==> src/core/vic_regs.vh <==
// Purpose: register map and field constants of the interrupt command block
// Assumes: 32-bit APB, byte addresses, each register one aligned word
// Notes:   vector array occupies the first 32 words
`ifndef VIC_REGS_VH
`define VIC_REGS_VH

// ----------------------------------------------------------------
// register byte offsets
// ----------------------------------------------------------------
`define VIC_SRC_VECTOR_BASE      12'h000
`define VIC_NORMAL_VECTOR        12'h100
`define VIC_FAST_VECTOR          12'h104
`define VIC_CURRENT_ID           12'h108
`define VIC_PENDING              12'h10c
`define VIC_ENABLE_STATE         12'h110
`define VIC_ENABLE_COMMAND       12'h120
`define VIC_DISABLE_COMMAND      12'h124
`define VIC_CLEAR_COMMAND        12'h128
`define VIC_SET_COMMAND          12'h12c
`define VIC_EOI_COMMAND          12'h130
`define VIC_SPURIOUS_VECTOR      12'h134
`define VIC_PROTECTION_MODE_BIT_GMASK_CONTROL   12'h138
`define VIC_FAST_ROUTE_ENABLE    12'h140
`define VIC_FAST_ROUTE_DISABLE   12'h144
`define VIC_FAST_ROUTE_STATE     12'h148

// ----------------------------------------------------------------
// fields and reset values
// ----------------------------------------------------------------
`define VIC_PROTECTION_MODE_BIT_BIT             0
`define VIC_GMASK_BIT            1
`define VIC_FAST_SRC             0
`define VIC_SPURIOUS_RESET       32'h0000_0000
`define VIC_CONTROL_RESET        2'h0
`define VIC_NUM_SRC              32

`endif

==> src/core/vic_cmd_regs.v <==
// Purpose: command/status part of a 32-source vectored interrupt controller
// Assumes: APB slave on pclk; source lines are asynchronous, rising edge marks an event
// Notes:   lowest-numbered enabled source of 1-31 not routed to fast wins the normal line; no nesting of normal interrupts
`timescale 1ns/100ps
`include "vic_regs.vh"
`default_nettype none

module vic_cmd_regs
(
    // clock and reset
    input  wire        pclk,
    input  wire        presetn,
    // apb slave
    input  wire        psel,
    input  wire        penable,
    input  wire        pwrite,
    input  wire [11:0] paddr,
    input  wire [31:0] pwdata,
    output reg  [31:0] prdata,
    output reg         pready,
    output reg         pslverr,
    // interrupt sources, asynchronous
    input  wire [31:0] source_in,
    // processor request lines, active low
    output reg         normal_request_output_n,
    output reg         fast_request_output_n
);

    // ----------------------------------------------------------------
    // state
    // ----------------------------------------------------------------
    reg  [31:0] src_meta;
    reg  [31:0] src_sync;
    reg  [31:0] src_prev;
    reg  [31:0] pending;
    reg  [31:0] enable_state;
    reg  [31:0] fast_route_state;
    reg  [31:0] spurious_handler_address;
    reg  [1:0]  control;
    reg  [31:0] src_vector [0:`VIC_NUM_SRC-1];
    reg         in_service;
    reg  [4:0]  current_id;
    reg         cand_lat;       // candidate latched at first access cycle
    reg  [4:0]  cand_id_lat;
    reg         fast_lat;

    wire        protection_mode_bit = control[`VIC_PROTECTION_MODE_BIT_BIT];
    wire        global_mask_bit     = control[`VIC_GMASK_BIT];

    // ----------------------------------------------------------------
    // bus decode
    // ----------------------------------------------------------------
    // access phase first cycle prepares data, second completes
    wire        acc_first = psel & penable & ~pready;
    wire        done      = psel & penable & pready;
    wire        wr        = done & pwrite;
    wire        rd        = done & ~pwrite;
    wire [31:0] wr_data   = wr ? pwdata : 32'h0000_0000;

    wire        hit_clr   = (paddr == `VIC_CLEAR_COMMAND);
    wire        hit_set   = (paddr == `VIC_SET_COMMAND);
    wire        hit_eoi   = (paddr == `VIC_EOI_COMMAND);
    wire        hit_ivr   = (paddr == `VIC_NORMAL_VECTOR);
    wire        hit_fvr   = (paddr == `VIC_FAST_VECTOR);
    wire        hit_svr   = (paddr[11:7] == 5'h00) && (paddr[1:0] == 2'h0);

    // ----------------------------------------------------------------
    // prioritisation
    // ----------------------------------------------------------------
    wire [31:0] active      = pending & enable_state;
    // forced sources leave the normal path
    wire [31:0] normal_cand = active & ~fast_route_state & 32'hffff_fffe;
    wire        fast_any    = active[`VIC_FAST_SRC] | (|(active & fast_route_state));
    reg  [4:0]  cand_id;
    integer     i;

    // lowest index wins; loop runs high to low so the last hit stands
    always @*
    begin
        cand_id = 5'h00;
        for (i = 31; i >= 1; i = i - 1)
        begin
            if (normal_cand[i])
            begin
                cand_id = i[4:0];
            end
        end
    end

    wire        cand_any = |normal_cand;

    // acknowledge: normal vector read in normal mode, write in protection mode; fast vector always by read
    wire        ivr_ack  = done & hit_ivr & (protection_mode_bit ? pwrite : ~pwrite);
    wire        take_irq = ivr_ack & cand_lat & ~in_service;
    wire        fvr_ack  = rd & hit_fvr & fast_lat;

    // ----------------------------------------------------------------
    // source synchroniser and edge detect
    // ----------------------------------------------------------------
    always @(posedge pclk or negedge presetn)
    begin
        if (!presetn)
        begin
            src_meta <= 32'h0000_0000;
            src_sync <= 32'h0000_0000;
            src_prev <= 32'h0000_0000;
        end
        else
        begin
            src_meta <= source_in;
            src_sync <= src_meta;
            src_prev <= src_sync;
        end
    end

    wire [31:0] src_edge = src_sync & ~src_prev;

    // ----------------------------------------------------------------
    // pending bits, one per source
    // ----------------------------------------------------------------
    // set terms win over clear in the same cycle so no event is lost
    genvar g;
    generate
        for (g = 0; g < 32; g = g + 1)
        begin : g_pend
            wire set_bit = src_edge[g] | (hit_set & wr_data[g]);
            wire clr_bit = (hit_clr & wr_data[g])
                         | (take_irq & (cand_id_lat == g))
                         | (fvr_ack & (g == `VIC_FAST_SRC));
            always @(posedge pclk or negedge presetn)
            begin
                if (!presetn)
                begin
                    pending[g] <= 1'b0;
                end
                else if (set_bit)
                begin
                    pending[g] <= 1'b1;
                end
                else if (clr_bit)
                begin
                    pending[g] <= 1'b0;
                end
            end
        end
    endgenerate

    // ----------------------------------------------------------------
    // software registers
    // ----------------------------------------------------------------
    always @(posedge pclk or negedge presetn)
    begin
        if (!presetn)
        begin
            enable_state             <= 32'h0000_0000;
            fast_route_state         <= 32'h0000_0000;
            spurious_handler_address <= `VIC_SPURIOUS_RESET;
            control                  <= `VIC_CONTROL_RESET;
        end
        else
        begin
            if (paddr == `VIC_ENABLE_COMMAND)
            begin
                enable_state <= enable_state | wr_data;
            end
            else if (paddr == `VIC_DISABLE_COMMAND)
            begin
                enable_state <= enable_state & ~wr_data;
            end
            // bit 0 is never stored, fast source needs no forcing
            if (paddr == `VIC_FAST_ROUTE_ENABLE)
            begin
                fast_route_state <= (fast_route_state | wr_data) & 32'hffff_fffe;
            end
            else if (paddr == `VIC_FAST_ROUTE_DISABLE)
            begin
                fast_route_state <= fast_route_state & ~wr_data & 32'hffff_fffe;
            end
            if (wr && paddr == `VIC_SPURIOUS_VECTOR)
            begin
                spurious_handler_address <= pwdata;
            end
            if (wr && paddr == `VIC_PROTECTION_MODE_BIT_GMASK_CONTROL)
            begin
                control <= pwdata[1:0];
            end
        end
    end

    // vector array, no reset: contents are software's business
    always @(posedge pclk)
    begin
        if (wr && hit_svr)
        begin
            src_vector[paddr[6:2]] <= pwdata;
        end
    end

    // ----------------------------------------------------------------
    // current interrupt tracking
    // ----------------------------------------------------------------
    always @(posedge pclk or negedge presetn)
    begin
        if (!presetn)
        begin
            in_service  <= 1'b0;
            current_id  <= 5'h00;
            cand_lat    <= 1'b0;
            cand_id_lat <= 5'h00;
            fast_lat    <= 1'b0;
        end
        else
        begin
            // latch with read data so ack matches the value returned
            if (acc_first)
            begin
                cand_lat    <= cand_any & ~in_service;
                cand_id_lat <= cand_id;
                fast_lat    <= active[`VIC_FAST_SRC];
            end
            if (wr && hit_eoi)
            begin
                in_service <= 1'b0;
            end
            else if (take_irq)
            begin
                in_service <= 1'b1;
                current_id <= cand_id_lat;
            end
        end
    end

    // ----------------------------------------------------------------
    // read mux
    // ----------------------------------------------------------------
    reg  [31:0] next_prdata;
    reg         next_err;

    always @*
    begin
        next_prdata = 32'h0000_0000;
        next_err    = 1'b0;
        if (hit_svr)
        begin
            next_prdata = pwrite ? 32'h0000_0000 : src_vector[paddr[6:2]];
        end
        else
        begin
            case (paddr)
                `VIC_NORMAL_VECTOR:
                    next_prdata = (cand_any & ~in_service) ? src_vector[cand_id]
                                                           : spurious_handler_address;
                `VIC_FAST_VECTOR:
                    next_prdata = active[`VIC_FAST_SRC] ? src_vector[`VIC_FAST_SRC]
                                                        : spurious_handler_address;
                `VIC_CURRENT_ID:         next_prdata = {27'h0, current_id};
                `VIC_PENDING:            next_prdata = pending;
                `VIC_ENABLE_STATE:       next_prdata = enable_state;
                `VIC_SPURIOUS_VECTOR:    next_prdata = spurious_handler_address;
                `VIC_PROTECTION_MODE_BIT_GMASK_CONTROL: next_prdata = {30'h0, control};
                `VIC_FAST_ROUTE_STATE:   next_prdata = fast_route_state;
                `VIC_ENABLE_COMMAND, `VIC_DISABLE_COMMAND, `VIC_CLEAR_COMMAND,
                `VIC_SET_COMMAND, `VIC_EOI_COMMAND, `VIC_FAST_ROUTE_ENABLE,
                `VIC_FAST_ROUTE_DISABLE:
                    next_prdata = 32'h0000_0000;
                default:
                    next_err = 1'b1;
            endcase
        end
    end

    // one wait state: registered data and ready
    always @(posedge pclk or negedge presetn)
    begin
        if (!presetn)
        begin
            prdata  <= 32'h0000_0000;
            pready  <= 1'b0;
            pslverr <= 1'b0;
        end
        else if (acc_first)
        begin
            prdata  <= pwrite ? 32'h0000_0000 : next_prdata;
            pready  <= 1'b1;
            pslverr <= next_err;
        end
        else
        begin
            prdata  <= 32'h0000_0000;
            pready  <= 1'b0;
            pslverr <= 1'b0;
        end
    end

    // ----------------------------------------------------------------
    // request outputs
    // ----------------------------------------------------------------
    // registered so the core sees glitch-free lines; one cycle of lag
    always @(posedge pclk or negedge presetn)
    begin
        if (!presetn)
        begin
            normal_request_output_n <= 1'b1;
            fast_request_output_n   <= 1'b1;
        end
        else if (global_mask_bit)
        begin
            normal_request_output_n <= 1'b1;
            fast_request_output_n   <= 1'b1;
        end
        else
        begin
            normal_request_output_n <= ~(cand_any & ~in_service);
            fast_request_output_n   <= ~fast_any;
        end
    end

endmodule // vic_cmd_regs

`default_nettype wire

==> config.mk <==
export PLATFORM = sky130hd
export DESIGN_NAME = vic_cmd_regs
export DESIGN_NICKNAME = d
export VERILOG_FILES = /design/src/core/vic_cmd_regs.v
export VERILOG_INCLUDE_DIRS = /design/src /design/src/core
export SDC_FILE = /design/constraint.sdc
export NUM_CORES = 2
export LEC_CHECK = 0
export BUFFER_PORTS_ARGS = -buffer_cell sky130_fd_sc_hd__buf_2
export CAP_MARGIN = 10
export CELL_PAD_IN_SITES_DETAIL_PLACEMENT = 1
export CELL_PAD_IN_SITES_GLOBAL_PLACEMENT = 1
export CORE_ASPECT_RATIO = 1.75
export CORE_MARGIN = 5
export CORE_UTILIZATION = 54
export DETAILED_ROUTE_END_ITERATION = 10
export HOLD_SLACK_MARGIN = 0.12
export PLACE_DENSITY_LB_ADDON = 0.1
export SLEW_MARGIN = 20
export SYNTH_ARGS = -nofsm -noshare
export SYNTH_HDL_FRONTEND = slang
export SYNTH_SLANG_ARGS = --single-unit
==> constraint.sdc <==
create_clock -name pclk -period 4.41 [get_ports pclk]
set_input_delay 1.323 -clock pclk [delete_from_list [all_inputs] [get_ports pclk]]
set_output_delay 1.323 -clock pclk [all_outputs]
set_load 0.05 [all_outputs]
# Word level (Yosys, flattened, before mapping)
# Memories as Yosys holds them, arrays and structs flattened.
# Cells that the tools add are included.
word_totals:
  mem_bits_rw: 1024
  mem_count: 1
  wordCells: 451
  register_bits: 275
classes:
  n_eq_ne: 46
  mux: 117
  n_reduce_logical: 47
  bitwise: 191
memory_table:
  columns: ["name", "depth", "width", "rd", "rd_clocked_by_memory_dff", "wr", "line", "rtl"]
  rows:
  - ["src_vector", 32, 32, 3, 0, 1, "vic_cmd_regs.v:40", "reg [31:0] src_vector [0:`VIC_NUM_SRC-1];"]
ops:
  columns: ["operator", "n"]
  rows:
  - ["$mux W32", 10]
  - ["$pmux W32 S8", 1]
  - ["$and A32 B32 Y32", 6]
  - ["$eq A12 B9 Y1 const B", 15]
  - ["$mux W5", 31]
  - ["$and A1 B1 Y1", 108]
  - ["$not A32 Y32", 3]
  - ["$eq A5 B5 Y1 const B", 16]
  - ["$mux W1", 75]
  - ["$reduce_bool A2 Y1", 35]
  - ["$or A1 B1 Y1", 66]
  - ["$or A32 B32 Y32", 2]
  - ["$eq A5 B4 Y1 const B", 8]
  - ["$reduce_or A32 Y1", 1]
  - ["$reduce_or A31 Y1", 1]
  - ["$eq A5 B3 Y1 const B", 4]
  - ["$reduce_or A15 Y1", 1]
  - ["$eq A5 B2 Y1 const B", 2]
  - ["$logic_not A5 Y1", 2]
  - ["$not A1 Y1", 6]
  - ["$eq A5 B1 Y1 const B", 1]
  - ["$logic_and A1 B1 Y1", 5]
  - ["$logic_not A2 Y1", 1]
  - ["$reduce_and A2 Y1", 1]

# Logic depth before layout (Yosys ltp)
# An unclocked memory read counts as a cell.
depth:
  depth_word: 39
  depth_mapped: 13

# Least setup slack after synthesis
# Ideal clock, no wire load.
synth_timing:
  kind: "input -> register"
  start: "input paddr[7]"
  end: "memory src_vector[31][0] (enable)"
  n_path_buf: 2
  required_ps: 3989
  cell_stages: 7
  setup_time_ps: 421
  setup_slack_ps: -388
  arrival_time_ps: 4377
  path_cell_list: "nor4_2 -> nand2_1 -> nor2_1 -> clkbuf_1 -> buf_1 -> nand4_1 -> nor2_1"
synth_via:
  elab_chain_cells: 5
synth_lines:
  columns: ["item", "line", "rtl"]
  rows:
  - ["start, declared", "vic_cmd_regs.v:17", "input wire [11:0] paddr,"]
  - ["$logic_not A5 Y1", "vic_cmd_regs.v:65", "wire hit_svr = (paddr[11:7] == 5'h00) && (paddr[1:0] == 2'h0);"]
  - ["$logic_and A1 B1 Y1", "vic_cmd_regs.v:65", null]
  - ["$logic_and A1 B1 Y1", "vic_cmd_regs.v:193", "if (wr && hit_svr)"]
  - ["$mux W1", "vic_cmd_regs.v:193", null]
  - ["$mux W1 (not written as such)", "vic_cmd_regs.v:195", "src_vector[paddr[6:2]] <= pwdata;"]
  - ["end, declared", "vic_cmd_regs.v:40", null]
# Every way passes these cells.

==> metrics <==
run status finished clean; Iter 0 DRT Violations 7359; vias in the first global route 48800; post-synth cell types 85; VDD IR max 0.418 mV; RSZ-0062 raised after global routing false; DP HPWL 163000 um; Mapped Cells 4154; Crit Path Class reg -> reg; row count 162; post-synthesis cell area 60700 um2; CP Launch Type flop; Boundary Pins 117; most common cell after layout, fill and taps aside edfxtp_1; LEAKAGE 23.5 nW; drt via density 8.00; Final Net Count 4407; Sum Neg Setup Slack 0 ns; Max Fclk 0.234 GHz; largest net degree at the start of global routing 118; Die Ht 454 um; top routing layer in use met5; CTS Buffer Depth 3; Final Power 25.9 mW; total number of H-tree levels 3; CP Capture Type flop; max-slew violations 0; GRT Total Usage 42.9%; Routed Antenna Nets 0; Tcrit/Tclk final 96.7%; Worst Setup Slack post-DPL 0.293 ns; wire per inst 44.3 um; Final setup viols 0; Worst path max stage delay 0.61 ns; worst-margin pin slew 1.07 ns; share of layout cells above drive strength 1 25.9%; core area 111000 um2; Initial Utilization 54.4%; port buffer count 116; clock slew at reported path FFs 0.07 ns; WL met3 31900 um; DR pass1 iterations 6; CTS sink count 1298; commonest non-fill, non-tap cells in the layout edfxtp_1, nand2_1, mux4_2; WP data arrival 4.91 ns; synthesis-to-finish area growth 14.6%; Tightest Hold Check Type reg -> reg; Worst path slowest cell nor4_1; Max-Cap Viols 0; Async S/R FF share, synth 21.1%; grt ovf 0; minimum hold slack 0.344 ns; fin cells 5918; CTS root buf clkbuf_16; CP max FO 19; Residual DRC 0; placed insts 5677; first-pass GRT wire length 367000 um; CP top delay family compound AO/OA/AOI/OAI gates; clk_skew 0.0346 ns; pwr dens 372 nW/um2; via count 47300; Resize count post-CTS 0; Cell Chain, Critical Path and3b_1, nor4_1, o2111ai_1, o22ai_2, nand3_4, buf_12, buf_4, buf_4, a221oi_1, nor4_1, a21oi_1, a31oi_1; routed wl met2 120000 um; Final WS setup 0.144 ns; Critical Path RT 5.06 ns; post-synthesis sequential area ratio 62.0%; crit path buf inv count 3; syn_nets 4235; antenna violations before repair 17; cts bufs inserted 120; fin crit period 4.27 ns; final hold vios 0; Synth Flop Type edfxtp_1; met1 WL 83400 um; worst relative slew slack 28.9%; Seq cells post-synth 1298; TritonCTS clock tree done; Die ar. 119000 um2; clk_lat worst skew 0.79 ns; Syn Area/Cell 14.6 um2; Warnings, synthesis 0; gpl congestion 1.01; EDFF count, synth 1024; Die Wd 263 um; total wire length 262000 um
==> cells by family (layout without fill, tap and decap cells) <==
logic type	Yosys count	in the layout	synth area share (%)
flops	1298	1298	62.0
xor+xnor	1	1	0.0144
compound gates	1317	1317	15.8
mux	412	412	13.5
buf+inv	407	687	2.81
simple gates	719	719	5.86
other cells	0	8	0
==> worst paths after layout <==
kind | from | end | slack (ns) | depth (start not counted)
setup / recovery | flop | prdata[25] | 0.14 | 12
hold / removal | src_meta[24] | src_sync[24] | 0.34 | 0
setup reg to reg | flop | prdata[25] | 0.14 | 12
hold reg to reg | src_meta[24] | src_sync[24] | 0.34 | 0
max in group asynchronous | presetn | async pin | 2.81 | 2
min in group asynchronous | presetn | src_meta[3] | 0.54 | 1
==> synth_stat cells (70+ instances only) <==
cell type | number | area, um2
a31oi_1 | 70 | 438
buf_2 | 82 | 410
clkbuf_1 | 217 | 815
a221oi_1 | 204 | 1790
nand2_1 | 351 | 1320
mux4_2 | 320 | 7210
o21ai_0 | 143 | 716
a211oi_1 | 114 | 856
a21oi_1 | 220 | 1100
dfrtp_1 | 272 | 6810
nor2_1 | 101 | 379
edfxtp_1 | 1024 | 30700
o211ai_1 | 119 | 893
==> state kept, by name, indices dropped and copies added, names as in the netlist, named ones only <==
signal,cells
normal_request_output_n,1
pslverr,1
pending,32
pready,1
prdata,32
src_sync,32
control,2
current_id,5
fast_lat,1
fast_request_output_n,1
src_prev,32
src_meta,32
in_service,1
spurious_handler_address,32
cand_lat,1
src_vector,1024
cand_id_lat,5
==> through the flow <==
| stage | cell area (um2) | util [%] |
|---|---|---|
| floorplan | 60700 | - |
| global placement | 65200 | 58.5 |
| detailed placement | 65200 | 58.5 |
| CTS | 69500 | 62.3 |
| global route | 69500 | 62.4 |
| finish | 69500 | 62.4 |
==> timing repair <==
item,CTS,global route
setup buffers,0,3
hold endpoints to repair,0,0
endpoints found under the setup margin,0,1
hold buffers,0,0
==> area by class of cell <==
type                       instances  area (um2)
sequential                      1298       37600
tap                             1476        1850
clock inverter                    86         992
antenna                            8        20.0
clock buffer                     144        3300
timing repair buffer             417        3830
inverter                          40         150
multi-input combinational       2449       21800
fill                           10100       42000
==> power by group <==
group	switching, mW	internal (mW)
sequential	0.0259	13.3
clock	5.05	6.47
combinational	0.671	0.422
==> routing by layer <==
metal | vias to the layer above | GRT usage (%)
li1 | 17600 | -
met1 | 24300 | 50.7
met2 | 4130 | 66.6
met3 | 1297 | 11.9
met4 | 12 | 33.6
met5 | - | 0.363
No activity file was read; power rests on OpenSTA's default activity.
